`config.mk`:
```
export PLATFORM = sky130hd
export DESIGN_NAME = bioz_bias_mux_cfg
export DESIGN_NICKNAME = d
export VERILOG_FILES = /design/src/hdl/bioz_cfg_pkg.sv /design/src/hdl/master_tick_gen.sv /design/src/hdl/sample_tick_gen.sv /design/src/hdl/bioz_bias_mux_cfg.sv
export SDC_FILE = /design/constraint.sdc
export NUM_CORES = 1
export LEC_CHECK = 0
export BUFFER_PORTS_ARGS = -buffer_cell sky130_fd_sc_hd__buf_2
export CAP_MARGIN = 0
export CORE_AREA = 10 10 100 102
export CTS_CLUSTER_DIAMETER = 120
export DETAILED_ROUTE_END_ITERATION = 16
export DIE_AREA = 0 0 110 112
export GPL_ROUTABILITY_DRIVEN = 1
export PLACE_DENSITY_LB_ADDON = 0.08
export SLEW_MARGIN = 20
export SYNTH_ARGS = -nofsm -noshare
export SYNTH_HDL_FRONTEND = slang
export SYNTH_SLANG_ARGS = --single-unit
```
`constraint.sdc`:
```
create_clock -name mclk -period 2.3 [get_ports mclk]
set_input_delay 0.575 -clock mclk [delete_from_list [all_inputs] [get_ports mclk]]
set_output_delay 0.575 -clock mclk [all_outputs]
set_load 0.01 [all_outputs]
```
`src/hdl/bioz_cfg_pkg.sv`:
```
// Constants, field layouts and carrier types for the bias and input mux configuration bank.
// Operation
// - Threshold field picks +-300/400/450/500 mV around mid-supply; resets to 00.
// - Bias mode 00 off; 10 biases only while channel enabled; 01/11 reserved.
// - Nonzero bias mode written without channel enable set stays 00.
// - Bias resistor code 00/01/10 gives 50/100/200 Mohm; 11 reserved; resets 01.
// - Positive bias bit ties positive sense input to mid-supply via resistor.
// - Negative bias bit ties negative sense input to mid-supply via resistor.
// - Sample rate follows master clock code and rate bit per table.
// - Calibration waveform time step derives from selected master clock.
// - Positive switch bit isolates positive sense input when 1; resets 1.
// - Negative switch bit isolates negative sense input when 1; resets 1.
// - Positive calibration select 01 ties positive input to mid-supply; resets 00.
// - Negative calibration select 01 ties negative input to mid-supply; resets 00.
// - Current generator mode field selects source type; resets 00.
// - Self-test enable bit turns modulated resistance self-test on; resets 0.
// - Self-test opens drive isolation and closes drive-to-sense switches.
// - Self-test applies bias resistors to sense inputs at 200 Mohm.
// - Channel enable bit powers channel up when 1; resets 0.
// - Master clock code selects 32768/32000/32000/31968.78 Hz from 32.768 kHz.
package bioz_cfg_pkg;

    // ********************************************************
    // Register map
    // ********************************************************
    localparam logic [6:0] ADDR_GENERAL   = 7'h10;
    localparam logic [6:0] ADDR_INPUT_MUX = 7'h17;

    // General configuration field positions.
    localparam int MASTER_CLOCK_LSB  = 20;
    localparam int CHANNEL_EN_BIT    = 18;
    localparam int THRESHOLD_LSB     = 6;
    localparam int RES_BIAS_LSB      = 4;
    localparam int BIAS_VALUE_LSB    = 2;
    localparam int POS_BIAS_BIT      = 1;
    localparam int NEG_BIAS_BIT      = 0;

    // Input mux configuration field positions.
    localparam int POS_ISOLATE_BIT   = 21;
    localparam int NEG_ISOLATE_BIT   = 20;
    localparam int POS_CAL_LSB       = 18;
    localparam int NEG_CAL_LSB       = 16;
    localparam int CURRENT_GEN_MODE_LSB       = 12;
    localparam int SELFTEST_BIT      = 11;

    // ********************************************************
    // Reset values and codes
    // ********************************************************
    localparam logic [1:0] THRESHOLD_RST  = 2'h0;
    localparam logic [1:0] RES_BIAS_RST   = 2'h0;
    localparam logic [1:0] BIAS_VALUE_RST = 2'h1;
    localparam logic [1:0] MASTER_CLK_RST = 2'h0;
    localparam logic [1:0] CAL_RST        = 2'h0;
    localparam logic [1:0] CURRENT_GEN_MODE_RST    = 2'h0;
    localparam logic       ISOLATE_RST    = 1'b1;
    localparam logic [1:0] RES_BIAS_ON    = 2'h2;
    localparam logic [1:0] BIAS_200M      = 2'h2;
    localparam logic [1:0] CAL_TO_MID     = 2'h1;

    // ********************************************************
    // Clock derivation: master rate as kept ticks out of a frame of input ticks
    // ********************************************************
    localparam logic [6:0] FRAME_FULL     = 7'h7f;  // 128 ticks, for codes 00 to 10
    localparam logic [6:0] FRAME_SHORT    = 7'h28;  // 41 ticks, for code 11
    localparam logic [6:0] DROP_32000     = 7'h03;  // 125 of 128 kept
    localparam logic [6:0] DROP_31968     = 7'h01;  // 40 of 41 kept
    localparam logic [10:0] SAMPLE_DIV_FAST = 11'h200;  // 512 master ticks
    localparam logic [10:0] SAMPLE_DIV_SLOW = 11'h280;  // 640 master ticks

    typedef struct packed {
        logic [1:0] leadoffThresholdSel;
        logic       resBiasActive;
        logic [1:0] biasResistorValue;
        logic       posBiasConnect;
        logic       negBiasConnect;
    } bias_ctrl_t;

    typedef struct packed {
        logic       posIsolate;
        logic       negIsolate;
        logic       posCalToMid;
        logic       negCalToMid;
        logic [1:0] currentGenMode;
        logic       selftestActive;
        logic       driveIsolOpen;
        logic       driveToSenseClose;
    } mux_ctrl_t;

endpackage

```
`src/hdl/master_tick_gen.sv`:
```
// Fractional divider that turns 32.768 kHz ticks into master clock ticks.
`timescale 1ns/1ns
module master_tick_gen
    import bioz_cfg_pkg::*;
(
    input  wire logic       mclk,
    input  wire logic       rst,
    input  wire logic       fclkTick,
    input  wire logic [1:0] masterClockSel,
    output logic            masterTick
);
    logic [6:0] frameCnt_q;
    logic       tick_q;
    wire  [6:0] frameLast = (masterClockSel == 2'h3) ? FRAME_SHORT : FRAME_FULL;
    wire  [6:0] dropCnt   = (masterClockSel == 2'h0) ? 7'h00 :
                            (masterClockSel == 2'h3) ? DROP_31968 : DROP_32000;
    wire        frameEnd  = (frameCnt_q >= frameLast);

    // Dropping the first ticks of each frame keeps the long-term rate exact.
    always_ff @(posedge mclk)
    begin
        if (rst)
        begin
            frameCnt_q <= 7'h00;
            tick_q     <= 1'b0;
        end
        else
        begin
            tick_q <= fclkTick && (frameCnt_q >= dropCnt);
            if (fclkTick)
                frameCnt_q <= frameEnd ? 7'h00 : frameCnt_q + 7'h01;
        end
    end

    assign masterTick = tick_q;
endmodule // master_tick_gen

```
`src/hdl/sample_tick_gen.sv`:
```
// Divider from master clock ticks down to the output sample rate.
`timescale 1ns/1ns
module sample_tick_gen
    import bioz_cfg_pkg::*;
(
    input  wire logic       mclk,
    input  wire logic       rst,
    input  wire logic       masterTick,
    input  wire logic [1:0] masterClockSel,
    input  wire logic       rateHalf,
    output logic            sampleTick
);
    logic [10:0] divCnt_q;
    logic        tick_q;
    wire  [10:0] baseDiv = masterClockSel[1] ? SAMPLE_DIV_SLOW : SAMPLE_DIV_FAST;
    wire  [10:0] divisor = rateHalf ? {baseDiv[9:0], 1'b0} : baseDiv;
    wire         divEnd  = (divCnt_q >= divisor - 11'h001);

    always_ff @(posedge mclk)
    begin
        if (rst)
        begin
            divCnt_q <= 11'h000;
            tick_q   <= 1'b0;
        end
        else
        begin
            tick_q <= masterTick && divEnd;
            if (masterTick)
                divCnt_q <= divEnd ? 11'h000 : divCnt_q + 11'h001;
        end
    end

    assign sampleTick = tick_q;
endmodule // sample_tick_gen

```
`src/hdl/bioz_bias_mux_cfg.sv`:
```
// Register bank for lead bias, master clock and input mux control of the impedance channel.
`timescale 1ns/1ns
module bioz_bias_mux_cfg
    import bioz_cfg_pkg::*;
(
    input  wire logic        mclk,
    input  wire logic        rst,
    input  wire logic        regWrEn,
    input  wire logic        regRdEn,
    input  wire logic [6:0]  regAddr,
    input  wire logic [23:0] regWrData,
    output logic      [23:0] regRdData,
    output logic             regRdValid,
    input  wire logic        fclkTick,
    input  wire logic        rateHalf,
    output logic             channelEnable,
    output logic      [1:0]  masterClockSel,
    output logic             masterTick,
    output logic             calStepTick,
    output logic             sampleTick,
    output bias_ctrl_t       biasCtrl,
    output mux_ctrl_t        muxCtrl
);

    // ********************************************************
    // Stored fields
    // ********************************************************
    logic [1:0]  threshold_q;
    logic [1:0]  resBiasMode_q;
    logic [1:0]  biasValue_q;
    logic        posBias_q;
    logic        negBias_q;
    logic        chanEn_q;
    logic [1:0]  masterSel_q;
    logic        posIso_q;
    logic        negIso_q;
    logic [1:0]  posCal_q;
    logic [1:0]  negCal_q;
    logic [1:0]  cgMode_q;
    logic        selftest_q;
    logic [23:0] rdData_q;
    logic        rdValid_q;
    bias_ctrl_t  biasCtrl_q;
    mux_ctrl_t   muxCtrl_q;

    // ********************************************************
    // Write decode
    // ********************************************************
    wire       genWr     = regWrEn && (regAddr == ADDR_GENERAL);
    wire       muxWr     = regWrEn && (regAddr == ADDR_INPUT_MUX);
    wire [1:0] wrResBias = regWrData[RES_BIAS_LSB +: 2];
    wire       wrChanEn  = regWrData[CHANNEL_EN_BIT];

    // The channel enable may come in the same write as the bias mode.
    wire       biasAllowed = chanEn_q || wrChanEn;
    wire [1:0] resBias_d   = biasAllowed ? wrResBias : 2'h0;

    always_ff @(posedge mclk)
    begin
        if (rst)
        begin
            threshold_q   <= THRESHOLD_RST;
            resBiasMode_q <= RES_BIAS_RST;
            biasValue_q   <= BIAS_VALUE_RST;
            posBias_q     <= 1'b0;
            negBias_q     <= 1'b0;
            chanEn_q      <= 1'b0;
            masterSel_q   <= MASTER_CLK_RST;
        end
        else if (genWr)
        begin
            threshold_q   <= regWrData[THRESHOLD_LSB +: 2];
            resBiasMode_q <= resBias_d;
            biasValue_q   <= regWrData[BIAS_VALUE_LSB +: 2];
            posBias_q     <= regWrData[POS_BIAS_BIT];
            negBias_q     <= regWrData[NEG_BIAS_BIT];
            chanEn_q      <= wrChanEn;
            masterSel_q   <= regWrData[MASTER_CLOCK_LSB +: 2];
        end
    end

    always_ff @(posedge mclk)
    begin
        if (rst)
        begin
            posIso_q   <= ISOLATE_RST;
            negIso_q   <= ISOLATE_RST;
            posCal_q   <= CAL_RST;
            negCal_q   <= CAL_RST;
            cgMode_q   <= CURRENT_GEN_MODE_RST;
            selftest_q <= 1'b0;
        end
        else if (muxWr)
        begin
            posIso_q   <= regWrData[POS_ISOLATE_BIT];
            negIso_q   <= regWrData[NEG_ISOLATE_BIT];
            posCal_q   <= regWrData[POS_CAL_LSB +: 2];
            negCal_q   <= regWrData[NEG_CAL_LSB +: 2];
            cgMode_q   <= regWrData[CURRENT_GEN_MODE_LSB +: 2];
            selftest_q <= regWrData[SELFTEST_BIT];
        end
    end

    // ********************************************************
    // Read path
    // ********************************************************
    // Bits this block does not own read as zero.
    wire [23:0] genWord = {2'h0, masterSel_q, 1'b0, chanEn_q, 10'h000,
                           threshold_q, resBiasMode_q, biasValue_q,
                           posBias_q, negBias_q};
    wire [23:0] muxWord = {2'h0, posIso_q, negIso_q, posCal_q, negCal_q,
                           2'h0, cgMode_q, selftest_q, 11'h000};
    wire [23:0] rdSel   = (regAddr == ADDR_GENERAL)   ? genWord :
                          (regAddr == ADDR_INPUT_MUX) ? muxWord : 24'h000000;

    always_ff @(posedge mclk)
    begin
        if (rst)
        begin
            rdData_q  <= 24'h000000;
            rdValid_q <= 1'b0;
        end
        else
        begin
            rdValid_q <= regRdEn;
            if (regRdEn)
                rdData_q <= rdSel;
        end
    end

    // ********************************************************
    // Analog control decode
    // ********************************************************
    // Self-test forces the widest bias resistor on both inputs so the
    // modulated load sees a stable common mode whatever software chose.
    wire       biasActive = (resBiasMode_q == RES_BIAS_ON) && chanEn_q;
    wire [1:0] biasValEff = selftest_q ? BIAS_200M : biasValue_q;
    wire       posConnect = posBias_q || selftest_q;
    wire       negConnect = negBias_q || selftest_q;

    bias_ctrl_t biasCtrl_d;
    mux_ctrl_t  muxCtrl_d;

    always_comb
    begin
        biasCtrl_d.leadoffThresholdSel = threshold_q;
        biasCtrl_d.resBiasActive       = biasActive;
        biasCtrl_d.biasResistorValue   = biasValEff;
        biasCtrl_d.posBiasConnect      = posConnect;
        biasCtrl_d.negBiasConnect      = negConnect;
        muxCtrl_d.posIsolate           = posIso_q;
        muxCtrl_d.negIsolate           = negIso_q;
        muxCtrl_d.posCalToMid          = (posCal_q == CAL_TO_MID);
        muxCtrl_d.negCalToMid          = (negCal_q == CAL_TO_MID);
        muxCtrl_d.currentGenMode       = cgMode_q;
        muxCtrl_d.selftestActive       = selftest_q;
        muxCtrl_d.driveIsolOpen        = selftest_q;
        muxCtrl_d.driveToSenseClose    = selftest_q;
    end

    // Registered so the switch controls never glitch during a decode.
    always_ff @(posedge mclk)
    begin
        if (rst)
        begin
            biasCtrl_q <= '0;
            muxCtrl_q  <= '0;
        end
        else
        begin
            biasCtrl_q <= biasCtrl_d;
            muxCtrl_q  <= muxCtrl_d;
        end
    end

    // ********************************************************
    // Timing
    // ********************************************************
    logic masterTickInt;
    logic sampleTickInt;

    master_tick_gen u_master
    (
        .mclk           (mclk),
        .rst            (rst),
        .fclkTick       (fclkTick),
        .masterClockSel (masterSel_q),
        .masterTick     (masterTickInt)
    );

    sample_tick_gen u_sample
    (
        .mclk           (mclk),
        .rst            (rst),
        .masterTick     (masterTickInt),
        .masterClockSel (masterSel_q),
        .rateHalf       (rateHalf),
        .sampleTick     (sampleTickInt)
    );

    assign regRdData      = rdData_q;
    assign regRdValid     = rdValid_q;
    assign channelEnable  = chanEn_q;
    assign masterClockSel = masterSel_q;
    assign masterTick     = masterTickInt;
    assign calStepTick    = masterTickInt;
    assign sampleTick     = sampleTickInt;
    assign biasCtrl       = biasCtrl_q;
    assign muxCtrl        = muxCtrl_q;
endmodule // bioz_bias_mux_cfg

```
# Yosys cells after proc, flatten, opt, wreduce, memory -nomap -nowiden
# Index checks and enable logic that the tools add are counted.
[word_totals] register_bits=79 in_bits=37 output_inout_bits=47 word_cells=64
[op_classes] addsub=3 order_cmp=3 eq_ne=6 mux=11 reduce_logical=10
[ops] operator="$mux 22" n=2
[ops] operator="$mux 11" n=2
[ops] operator="$mux 7" n=3
[ops] operator="$eq 7x5->1 const B" n=2
[ops] operator="$ge 7x7->1" n=2
[ops] operator="$add 11x1->11 const B" n=1
[ops] operator="$ge 11x11->1" n=1
[ops] operator="$sub 11x1->11 const B" n=1
[ops] operator="$mux 8" n=1
[ops] operator="$add 7x1->7 const B" n=1
[ops] operator="$mux 2" n=3
[ops] operator="$logic_and 1x1->1" n=5
[ops] operator="$eq 2x1->1 const B" n=2
[ops] operator="$eq 2x2->1 const B" n=2
[ops] operator="$logic_or 1x1->1" n=3
[ops] operator="$logic_not 2->1" n=1
[ops] operator="$reduce_or 2->1" n=1

# Depth between registers and ports, before layout
# Gate-level depths: netlist (run 1).
[logic_depth] depth_word=5 ltp_mapped=9 depth_no_buf=9

# By module
# Synthesis (run 1) repeated with hierarchy kept, for this count alone.
[hier_totals] cells_unflattened=338 area_unflattened_um2=3210.6
[modules_own_cells] mod="bioz_bias_mux_cfg" instances=1 cells_each=209 area_each_um2=2003.2 seq_area_each_um2=1041.0
[modules_own_cells] mod="sample_tick_gen" instances=1 cells_each=72 area_each_um2=660.6 seq_area_each_um2=240.2
[modules_own_cells] mod="master_tick_gen" instances=1 cells_each=57 area_each_um2=546.8 seq_area_each_um2=160.2

# Least setup slack after synthesis (run 1)
# No wires, ideal clock.
[synth_path] path_type="input port to flip-flop" startpoint="input rateHalf" endpoint="register u_sample.divCnt_q[5]" t_arrival_ns=2.091 required_time_ns=2.167 setup_slack_ns=0.076 stages=9 path_cell_list="inv_1 -> ha_1 -> xor2_1 -> ha_1 -> nand3_2 -> nor4_4 -> nor3_4 -> nand2_4 -> o311ai_2"
[synth_between] elab_chain_cells=4
[synth_lines] item="start, declared" line="bioz_bias_mux_cfg.sv:15" rtl="input wire logic rateHalf,"
[synth_lines] item="$mux 11" line="sample_tick_gen.sv:16" rtl="wire [10:0] divisor = rateHalf ? {baseDiv[9:0], 1'b0} : baseDiv;"
[synth_lines] item="$sub 11x1->11" line="sample_tick_gen.sv:17" rtl="wire divEnd = (divCnt_q >= divisor - 11'h001);"
[synth_lines] item="$ge 11x11->1" line="sample_tick_gen.sv:17"
[synth_lines] item="$mux 11" line="sample_tick_gen.sv:30" rtl="divCnt_q <= divEnd ? 11'h000 : divCnt_q + 11'h001;"
[synth_lines] item="end signal, assigned" line="sample_tick_gen.sv:30"
[synth_lines] item="end, declared" line="sample_tick_gen.sv:13" rtl="logic [10:0] divCnt_q;"
# Every way passes these cells.
# A chain may end at the register's enable or synchronous reset.

# Worst setup path in the final report (run 1)
[layout_path] startpoint="register masterSel_q[1], in the netlist masterClockSel[1]" endpoint="register u_sample.divCnt_q[8]"
[layout_between] elab_chain_cells=5
[layout_lines] item="start, declared" line="bioz_bias_mux_cfg.sv:34" rtl="logic [1:0] masterSel_q;"
[layout_lines] item="start signal, assigned" line="bioz_bias_mux_cfg.sv:78" rtl="masterSel_q <= regWrData[MASTER_CLOCK_LSB +: 2];"
[layout_lines] item="$mux 8" line="sample_tick_gen.sv:15" rtl="wire [10:0] baseDiv = masterClockSel[1] ? SAMPLE_DIV_SLOW : SAMPLE_DIV_FAST;"
[layout_lines] item="$mux 11" line="sample_tick_gen.sv:16"
[layout_lines] item="$sub 11x1->11" line="sample_tick_gen.sv:17"
[layout_lines] item="$ge 11x11->1" line="sample_tick_gen.sv:17"
[layout_lines] item="$mux 11" line="sample_tick_gen.sv:30"
# Every way passes these cells.

==> results of run 1 <==
[synthesized netlist by cell type (2+ instances only)]
cell type	instances
a211o_1	3
a21oi_1	11
a22oi_1	17
and3_1	4
buf_2	3
buf_4	12
clkbuf_1	9
dfxtp_1	72
ha_1	15
inv_1	13
mux2i_1	14
nand2_1	11
nand2b_1	5
nand3_1	15
nand3_2	3
nand4_1	3
nor2_1	64
nor2b_1	7
nor2b_2	2
nor3_1	2
nor3b_1	4
nor4_1	3
o21ai_0	5
o311ai_2	4
o31ai_1	2
xnor2_1	4
xor2_1	4
[metrics by stage]
step | utilization, % | hold WS [ps]
after detailed placement | 44.7 | 445
after global routing | 47.1 | 462
after global placement | 44.7 | 442
after floorplan | - | 421
after CTS | 47.0 | 445
final | 47.1 | 460
[layout make-up]
| cell class | instances | area (um2) | area share [%] |
|---|---|---|---|
| Timing Repair Buffer | 78 | 425 | 11.2 |
| Clock buffer | 11 | 131 | 3.47 |
| Sequential cell | 72 | 1440 | 38.1 |
| Clock inverter | 5 | 57.6 | 1.52 |
| Inverter | 14 | 52.6 | 1.39 |
| Tap cell | 105 | 131 | 3.47 |
| Multi-Input combinational cell | 230 | 1550 | 40.9 |
[worst max-delay path: stages, from the launching register on]
cell,delay [ps]
dfxtp_2,380
ha_1,230
xor2_1,160
ha_1,320
nand3_2,90
nor4_4,350
buf_4,210
nor4_1,50
o21ai_0,150
o21ai_0,90
[sequential cells by signal, summed over array words and instances (netlist names), 2 cells and up]
name / flops
biasCtrl: 7
biasValue_q: 2
cgMode_q: 2
masterClockSel: 2
muxCtrl: 7
negCal_q: 2
posCal_q: 2
regRdData: 17
resBiasMode_q: 2
threshold_q: 2
u_master.frameCnt_q: 7
u_sample.divCnt_q: 11
[metal layers]
metal,global-route usage (%),vias to the layer above
met5,0,-
met1,14.8,1159
met3,5.36,9
met2,18.7,63
li1,-,1290
met4,5.21,0
[where the power goes]
group	internal, uW	leakage, uW	total (uW)	switching (uW)
clock network	502	0.0000973	974	472
registers	1260	0.000583	1270	15.7
logic	55.7	0.00109	135	79.0
total	1820	0.00177	2380	567
[how the worst max path moves through the flow]
stage | start | to | slack (ps)
2_1_floorplan | rateHalf | u_sample.divCnt_q[5] | 80
3_3_place_gp | rateHalf | u_sample.divCnt_q[8] | -140
3_5_place_dp | rateHalf | u_sample.divCnt_q[3] | -190
4_1_cts | masterClockSel[1] | u_sample.divCnt_q[5] | 4
5_1_grt | masterClockSel[1] | u_sample.divCnt_q[3] | 2
6_report | masterClockSel[1] | u_sample.divCnt_q[8] | 170
[cell families (layout without fill, tap and decap cells)]
| family | count (synthesis) | in the layout | synth area share (%) |
|---|---|---|---|
| buf+inv | 39 | 108 | 6.40 |
| compound gates | 51 | 51 | 12.5 |
| flops | 72 | 72 | 45.5 |
| fa+ha+maj | 15 | 15 | 5.92 |
| other cells | 1 | 7 | 0.118 |
| simple gates | 135 | 135 | 22.9 |
| xor+xnor | 8 | 8 | 2.21 |
| mux | 14 | 14 | 4.42 |
[repair_timing]
action / 4_1_cts / 5_1_grt
buffers inserted: 0 / 0
resized for setup: 0 / 3
endpoints found under the setup margin: 0 / 19
endpoints found under the hold margin: 0 / 0
==> results.py, run 1 <==
metrics = {
    "run_status": {
        "outcome": "complete, no violations",
    },
    "clocking": {
        "cts_tree": "done",
        "clock_latency_ps": 350,
        "clkSinkCount": 72,
        "numCtsBuffers": 9,
        "cts_buffer_depth": 2,
        "hold_buffers": 0,
        "root_buffer": "clkbuf_8",
        "clk_pin_slew_ps": 80,
        "htreeDepth": 3,
    },
    "synth": {
        "syn_area_mm2": 0.00317,
        "synthCells": 335,
        "yosys_warnings": 0,
        "synth_top_area_share_pct": 45.5,
        "synth_area_leader_cell": "dfxtp_1",
        "synth_flop_cell": "dfxtp_1",
        "yosysSeqAreaShare_pct": 45.5,
        "synthTopCellsByArea": "dfxtp_1, nor2_1, ha_1",
        "syn-mean-instance-area_um2": 9.46,
        "synth_edf_count": 0,
        "synth.distinct_cells": 51,
        "async_reset_ff_share_pct": 0,
        "synth-seq-cells": 72,
    },
    "detailed_routing": {
        "first_pass_iters": 4,
        "wl_met1_um": 3300,
        "wire_per_inst_um": 14.3,
        "vias_per_cell": 4.90,
        "top_layer_used": "met4",
        "drc_errors": 0,
        "drt-total-wl_um": 7390,
        "routed-wl-met3_um": 664,
        "num_vias": 2521,
        "antenna_left": 0,
        "drt_iter0_drc": 77,
        "wl_met2_um": 3320,
    },
    "layout": {
        "final_common_cell": "dfxtp_1",
        "drive_above_1_share_pct": 27.3,
        "syn2layout_area_growth_pct": 19.7,
        "fin_area_mm2": 0.00379,
        "final_cell_mix": "dfxtp_1, buf_2, nor2_1",
        "instances_no_fill": 515,
        "fill_cells": 811,
        "diodes": 0,
        "nets": 457,
    },
    "worst_setup_path": {
        "r2r_start": "masterClockSel[1]",
        "rrSetupSlack_ps": 170,
        "path_max_fanout": 8,
        "ff2ff_path_depth": 9,
        "startpoint_type": "flip-flop",
        "critical_path_class": "flip-flop to flip-flop",
        "cp.arrival_ps": 2360,
        "cp-end-kind": "flip-flop",
        "required_ps": 2530,
        "rr_endpoint": "u_sample.divCnt_q[8]",
    },
    "timing": {
        "finalMaxSlewViolations": 0,
        "skew_ps": 14.1,
        "worstMarginPinSlew_ps": 576,
        "finalSetupViolations": 0,
        "max_freq_ghz": 0.468,
        "finalSetupTns_ps": 0,
        "fin_crit_ps": 2130,
        "setup_slack_ps": 165,
        "max_slew_margin_pct": 61.3,
        "hold_viol_final": 0,
        "finalCritPeriodShare_pct": 92.8,
        "rsz0062_at_grt": "no",
    },
    "floorplanning": {
        "fp.dieH_um": 112,
        "boundaryPins": 84,
        "start_util_pct": 39.3,
        "fp.dieW_um": 110,
        "fp-row-count": 33,
        "core_mm2": 0.00805,
        "die_area_mm2": 0.0123,
    },
    "global_routing": {
        "grt_use_total_pct": 12.4,
        "first_global_vias": 2598,
        "grt_max_degree": 40,
        "grt_remaining_overflow": 0,
        "grt_pass1_wl_um": 12400,
        "antenna_found_initial": 0,
    },
    "placed_design": {
        "port_buffers": 69,
        "dp_cells": 499,
        "dp_hpwl_um": 5360,
        "gp_congestion": 0.724,
        "dp_slack_ps": -186,
        "placed_area_mm2": 0.00360,
    },
    "pwr": {
        "leakage_uw": 0.00177,
        "fin_total_pwr_uw": 2380,
        "pwr_density_cell_mw_per_mm2": 628,
        "ir_worst_vdd_v": 0.000288,
    },
    "flow_run": {
        "cap_violations": 0,
    },
    "min_path": {
        "min-delay-start": "regWrData[12]",
        "whs_endpoint": "cgMode_q[0]",
        "hold_class": "input port to flip-flop",
        "min_path_cells": 3,
    },
}
Power figures use the tool's default switching activity.
==> run 2: changes to the inputs <==
--- a/config.mk
+++ b/config.mk
@@ -13,6 +13,7 @@
 export DIE_AREA = 0 0 110 112
 export GPL_ROUTABILITY_DRIVEN = 1
 export PLACE_DENSITY_LB_ADDON = 0.08
+export SETUP_SLACK_MARGIN = 0.4
 export SLEW_MARGIN = 20
 export SYNTH_ARGS = -nofsm -noshare
 export SYNTH_HDL_FRONTEND = slang
==> run 2 against run 1 <==
  * Clock skew fell by 3.9 ps
  * Register-to-register slack improved by 210 ps
  * Largest power group unchanged
  * Largest cell class unchanged
  * Critical endpoint is now u_sample.divCnt_q[9]
  * First-iteration DRC count fell by 6.5%
  * Design area rose by 4.9%
==> results.py, run 2 (synthesis gave the netlist of run 1 again) <==
metrics = {
    "layout": {
        "nets": 464,
        "diodes": 0,
        "syn2layout_area_growth_pct": 25.5,
        "largest_reg_flops": 17,
        "final_cell_mix": "dfxtp_1, buf_2, nor2_1",
        "fill_cells": 778,
        "instances_no_fill": 522,
        "drive_above_1_share_pct": 32.1,
        "fin_area_mm2": 0.00398,
        "final_common_cell": "dfxtp_1",
    },
    "timing": {
        "fin_crit_ps": 1930,
        "hold_viol_final": 0,
        "finalSetupViolations": 0,
        "finalCritPeriodShare_pct": 84.0,
        "hold_slack_ps": 458,
        "rsz0062_at_grt": "yes",
        "skew_ps": 10.1,
        "max_freq_ghz": 0.518,
        "finalMaxSlewViolations": 0,
    },
    "floorplanning": {
        "die_area_mm2": 0.0123,
        "start_util_pct": 39.3,
        "fp.dieH_um": 112,
        "fp.dieW_um": 110,
        "boundaryPins": 84,
        "core_mm2": 0.00805,
        "fp-row-count": 33,
    },
    "detailed_routing": {
        "num_vias": 2580,
        "vias_per_cell": 4.94,
        "drc_errors": 0,
        "first_pass_iters": 4,
        "wire_per_inst_um": 14.7,
        "drt_iter0_drc": 72,
        "antenna_left": 0,
        "drt-total-wl_um": 7690,
    },
    "pwr": {
        "pwr_density_cell_mw_per_mm2": 594,
        "leakage_uw": 0.00179,
        "ir_worst_vdd_v": 0.000266,
    },
    "worst_setup_path": {
        "cp-end-kind": "flip-flop",
        "path_max_fanout": 6,
        "critical_path_class": "input port to flip-flop",
        "required_ps": 2550,
        "startpoint_type": "input port",
        "cp.arrival_ps": 2180,
    },
    "clocking": {
        "cts_buffer_depth": 2,
        "clk_pin_slew_ps": 90,
        "clkSinkCount": 72,
        "clock_latency_ps": 340,
        "root_buffer": "clkbuf_8",
        "numCtsBuffers": 9,
        "htreeDepth": 3,
        "cts_tree": "done",
        "hold_buffers": 0,
    },
    "global_routing": {
        "first_global_vias": 2606,
        "grt_use_total_pct": 12.5,
        "grt_max_degree": 48,
        "grt_pass1_wl_um": 12600,
        "grt_remaining_overflow": 0,
        "antenna_found_initial": 1,
    },
    "placed_design": {
        "dp_hpwl_um": 5460,
        "gp_congestion": 0.795,
        "port_buffers": 69,
        "dp_cells": 501,
        "placed_area_mm2": 0.00364,
    },
    "min_path": {
        "hold_class": "input port to flip-flop",
    },
    "run_status": {
        "outcome": "complete, no violations",
    },
    "flow_run": {
        "cap_violations": 0,
    },
}
run 2: cell count changes in the layout (fill, tap and decap cells not counted), moves of 2 or more:
cell,change
inv_4,+2
clkinv_2,-2
ha_1,-5
inv_1,-2
ha_4,+5
buf_4,+8
run 2: metrics by stage:
step	total power (uW)	TNS, ps	util, %	setup slack [ps]
after global placement	1440	-222	45.2	-56.9
after CTS	2370	0	48.2	357
after detailed placement	1450	-304	45.2	-63.7
final	2360	0	49.4	368
after global routing	2450	0	49.4	258
after floorplan	1390	0	-	194
run 2: final timing paths:
check                                  startpoint                   end  slack, ps  cells past startpoint
worst min register to register   resBiasMode_q[0]           biasCtrl[4]        460                      1
worst min-delay path                regWrData[12]           cgMode_q[0]        460                      3
worst max register to register  masterClockSel[1]  u_sample.divCnt_q[9]        380                      8
worst max-delay path                     rateHalf  u_sample.divCnt_q[9]        370                     10
run 2: what timing repair did:
item                                    in CTS  in global routing
endpoints found under the setup margin      19                 20
resized for setup                            9                 11
buffers inserted                             1                  4
pin swaps                                    4                 10
run 2: layout make-up:
type	count	area [um2]	area share [%]
Multi-Input combinational cell	230	1680	42.2
Sequential cell	72	1450	36.4
Timing Repair Buffer	85	472	11.9
Clock buffer	11	141	3.56
Tap cell	105	131	3.30
Inverter	14	67.6	1.70
Clock inverter	5	40.0	1.01
run 2: worst max-delay path, stage by stage:
cell,delay (ps)
buf_4,160
inv_12,30
ha_4,150
xor2_1,140
ha_1,320
nand4_1,90
nand3_2,110
nor3_4,260
nand2_4,120
o311ai_2,220
run 2: layer usage:
metal / wire (um) / up-vias / global-route usage [%] / part of all wire [%]
met4: 84 / 2 / 4.95 / 1.1
met5: 7 / - / 0 / 0.091
met2: 3520 / 57 / 19.7 / 46
met3: 566 / 11 / 4.50 / 7.4
met1: 3510 / 1210 / 15.0 / 46
li1: - / 1300 / - / -
run 2: power breakdown:
part | leakage, uW | switching, uW | internal [uW]
Combinational | 0.00112 | 94.7 | 73.6
Sequential | 0.000584 | 10.3 | 1260
Clock | 0.0000905 | 495 | 430
==> run 3: changes to the inputs <==
--- a/config.mk
+++ b/config.mk
@@ -5,12 +5,13 @@
 export SDC_FILE = /design/constraint.sdc
 export NUM_CORES = 1
 export LEC_CHECK = 0
+export ABC_AREA = 1
 export BUFFER_PORTS_ARGS = -buffer_cell sky130_fd_sc_hd__buf_2
 export CAP_MARGIN = 0
-export CORE_AREA = 10 10 100 102
+export CORE_AREA = 10 10 101 103
 export CTS_CLUSTER_DIAMETER = 120
 export DETAILED_ROUTE_END_ITERATION = 16
-export DIE_AREA = 0 0 110 112
+export DIE_AREA = 0 0 111 113
 export GPL_ROUTABILITY_DRIVEN = 1
 export PLACE_DENSITY_LB_ADDON = 0.08
 export SETUP_SLACK_MARGIN = 0.4
==> constraint.sdc (replaced) <==
create_clock -name mclk -period 1.7 [get_ports mclk]
set_input_delay 0.425 -clock mclk [delete_from_list [all_inputs] [get_ports mclk]]
set_output_delay 0.425 -clock mclk [all_outputs]
set_load 0.01 [all_outputs]
==> run 3 against run 2 <==
  * The flow now finishes with violations (setup timing)
  * Core utilization rose by 2.4 points
  * Die area rose by 1.8%
  * Sequential share of layout area fell by 1.7 points
==> results.py, run 3 <==
metrics = {
    "run_status": {
        "outcome": "finished with violations",
        "failed_checks": "setup timing",
    },
    "placed_design": {
        "port_buffers": 69,
        "dp_cells": 589,
        "dp_hpwl_um": 5990,
        "dp_slack_ps": -368,
        "gp_congestion": 0.779,
    },
    "global_routing": {
        "grt_remaining_overflow": 0,
        "grt_use_total_pct": 12.8,
        "first_global_vias": 2800,
        "grt_max_degree": 33,
        "grt_pass1_wl_um": 13600,
        "antenna_found_initial": 0,
    },
    "floorplanning": {
        "die_area_mm2": 0.0125,
        "fp.dieH_um": 113,
        "fp-row-count": 33,
        "boundaryPins": 84,
        "start_util_pct": 39.4,
        "core_mm2": 0.00813,
        "fp.dieW_um": 111,
    },
    "worst_setup_path": {
        "critPathBufInv": 1,
        "critical_path_class": "flip-flop to flip-flop",
        "startpoint_type": "flip-flop",
        "ff2ff_path_depth": 11,
        "cpPeakStageDelay_ps": 380,
        "crit_cells": 11,
        "crit_family": "adder cells",
        "required_ps": 1980,
        "path_cells": "ha_4, xor2_1, ha_1, nand2_1, a21oi_1, nor2_1, nand3_1, nand2_2, nand2_2, buf_6, nor2_1",
        "path_max_fanout": 6,
        "r2r_start": "masterClockSel[1]",
        "rr_endpoint": "u_sample.divCnt_q[2]",
        "cp.arrival_ps": 2020,
        "rrSetupSlack_ps": -30,
        "cp-end-kind": "flip-flop",
        "cp_slowest_cell": "dfxtp_4",
    },
    "detailed_routing": {
        "first_pass_iters": 4,
        "drt_iter0_drc": 67,
        "drt-total-wl_um": 8220,
        "num_vias": 2840,
        "drc_errors": 0,
        "wire_per_inst_um": 13.3,
        "antenna_left": 0,
        "vias_per_cell": 4.61,
    },
    "timing": {
        "setup_slack_ps": -34.2,
        "max_freq_ghz": 0.577,
        "finalMaxSlewViolations": 0,
        "finalSetupViolations": 12,
        "hold_viol_final": 0,
        "fin_crit_ps": 1730,
        "finalCritPeriodShare_pct": 102,
        "rsz0062_at_grt": "yes",
        "skew_ps": 10.8,
    },
    "min_path": {
        "whs_endpoint": "posCal_q[1]",
        "min_path_cells": 3,
        "min-delay-start": "regWrData[19]",
        "hold_class": "input port to flip-flop",
    },
    "synth": {
        "synthSimpleGateAreaFrac_pct": 25.8,
        "yosysMostFrequentCell": "nor2_1",
        "yosys_warnings": 0,
        "synth_top_area_share_pct": 45.0,
        "synth_flop_cell": "dfxtp_1",
        "synthXorXnorAreaFrac_pct": 3.01,
        "synth_fa_ha_area_share_pct": 5.85,
        "async_reset_ff_share_pct": 0,
        "yosysSeqAreaShare_pct": 45.0,
        "synth-seq-cells": 72,
        "muxShareOfSynthArea_pct": 0.625,
        "synth_area_leader_cell": "dfxtp_1",
        "synthTopCellsByArea": "dfxtp_1, nor2_1, nand2_1",
        "synth_top_family_by_area": "simple AND/OR/NAND/NOR gates",
        "synth_commonest_cells": "nor2_1, dfxtp_1, nand2_1, inv_1, nand3_1",
        "synth_compound_area_share_pct": 9.33,
        "syn-mean-instance-area_um2": 7.78,
        "synth_edf_count": 0,
        "synthCells": 412,
        "synth.distinct_cells": 36,
        "syn_area_mm2": 0.00321,
    },
    "layout": {
        "nets": 558,
        "final_cell_mix": "nor2_1, buf_2, dfxtp_1",
        "diodes": 0,
        "largest_reg_flops": 17,
        "final_common_cell": "nor2_1",
        "syn2layout_area_growth_pct": 31.5,
        "drive_above_1_share_pct": 32.7,
        "instances_no_fill": 616,
    },
    "pwr": {
        "pwr_density_cell_mw_per_mm2": 773,
        "leakage_uw": 0.00195,
        "ir_worst_vdd_v": 0.000430,
    },
    "clocking": {
        "hold_buffers": 0,
        "numCtsBuffers": 9,
        "cts_buffer_depth": 2,
        "root_buffer": "clkbuf_8",
        "htreeDepth": 3,
        "clk_pin_slew_ps": 90,
        "clock_latency_ps": 340,
        "clkSinkCount": 72,
        "cts_tree": "done",
    },
    "flow_run": {
        "cap_violations": 0,
    },
}
==> run 3: worst max-delay path by stage <==
| stage | slack [ps] | endpoint | from |
|---|---|---|---|
| after floorplan | -2 | u_sample.divCnt_q[5] | rateHalf |
| after global placement | -310 | u_sample.divCnt_q[5] | rateHalf |
| after detailed placement | -370 | u_sample.divCnt_q[5] | rateHalf |
| after CTS | -70 | u_sample.divCnt_q[2] | masterClockSel[1] |
| after global routing | -160 | u_sample.sampleTick | masterClockSel[1] |
| final | -30 | u_sample.divCnt_q[2] | masterClockSel[1] |
==> run 3: routing by layer <==
metal / global-route usage [%] / vias to the layer above / wire length [um] / part of all wire (%)
met4: 3.73 / 0 / 61 / 0.74
met2: 20.3 / 69 / 3820 / 46
met3: 4.60 / 6 / 466 / 5.7
met5: 0 / - / 0 / 0
met1: 16.0 / 1281 / 3870 / 47
li1: - / 1484 / - / -
==> run 3: layout make-up <==
class / count / area, um2
Multi-Input combinational cell: 279 / 1610
Tap cell: 105 / 131
Clock buffer: 9 / 124
Timing Repair Buffer: 99 / 649
Fill cell: 815 / 3920
Sequential cell: 72 / 1460
Inverter: 45 / 186
Clock inverter: 7 / 55.1
==> run 3: timing repair <==
action,4_1_cts,5_1_grt
pin swaps,18,11
buffers inserted,9,1
setup endpoints to repair,28,42
gates cloned,0,1
resized for setup,26,32
==> run 3: report_power, final <==
part           total, uW  internal (uW)  switching [uW]
Sequential          1730           1710            18.3
Clock               1240            542             703
Combinational        282            116             166
==> run 3: through the flow <==
stage | util [%] | hold slack [ps] | TNS, ps | power (uW) | instance area (um2)
2_1_floorplan | - | 416 | -7.05 | 1920 | 3280
6_report | 51.8 | 295 | -321 | 3260 | 4210
3_5_place_dp | 46.0 | 438 | -4930 | 2020 | 3740
3_3_place_gp | 46.0 | 436 | -4150 | 2020 | 3740
4_1_cts | 50.4 | 279 | -726 | 3290 | 4100
5_1_grt | 51.8 | 296 | -2440 | 3400 | 4210
==> run 3: tightest hold or removal path, delay by kind of cell <==
family / cells / cell delay (ps)
buffers and inverters: 1 / 70
AND/OR/NAND/NOR: 2 / 110
==> run 3: cells by family (layout without fill, tap and decap cells) <==
kind of cell,after synthesis,after routing
XOR/XNOR,11,11
multiplexers,2,2
flip-flops,72,72
AO/OA/AOI/OAI,55,55
adder cells (fa/ha/maj),15,15
other,1,7
AND/OR/NAND/NOR,188,189
buffers and inverters,68,160
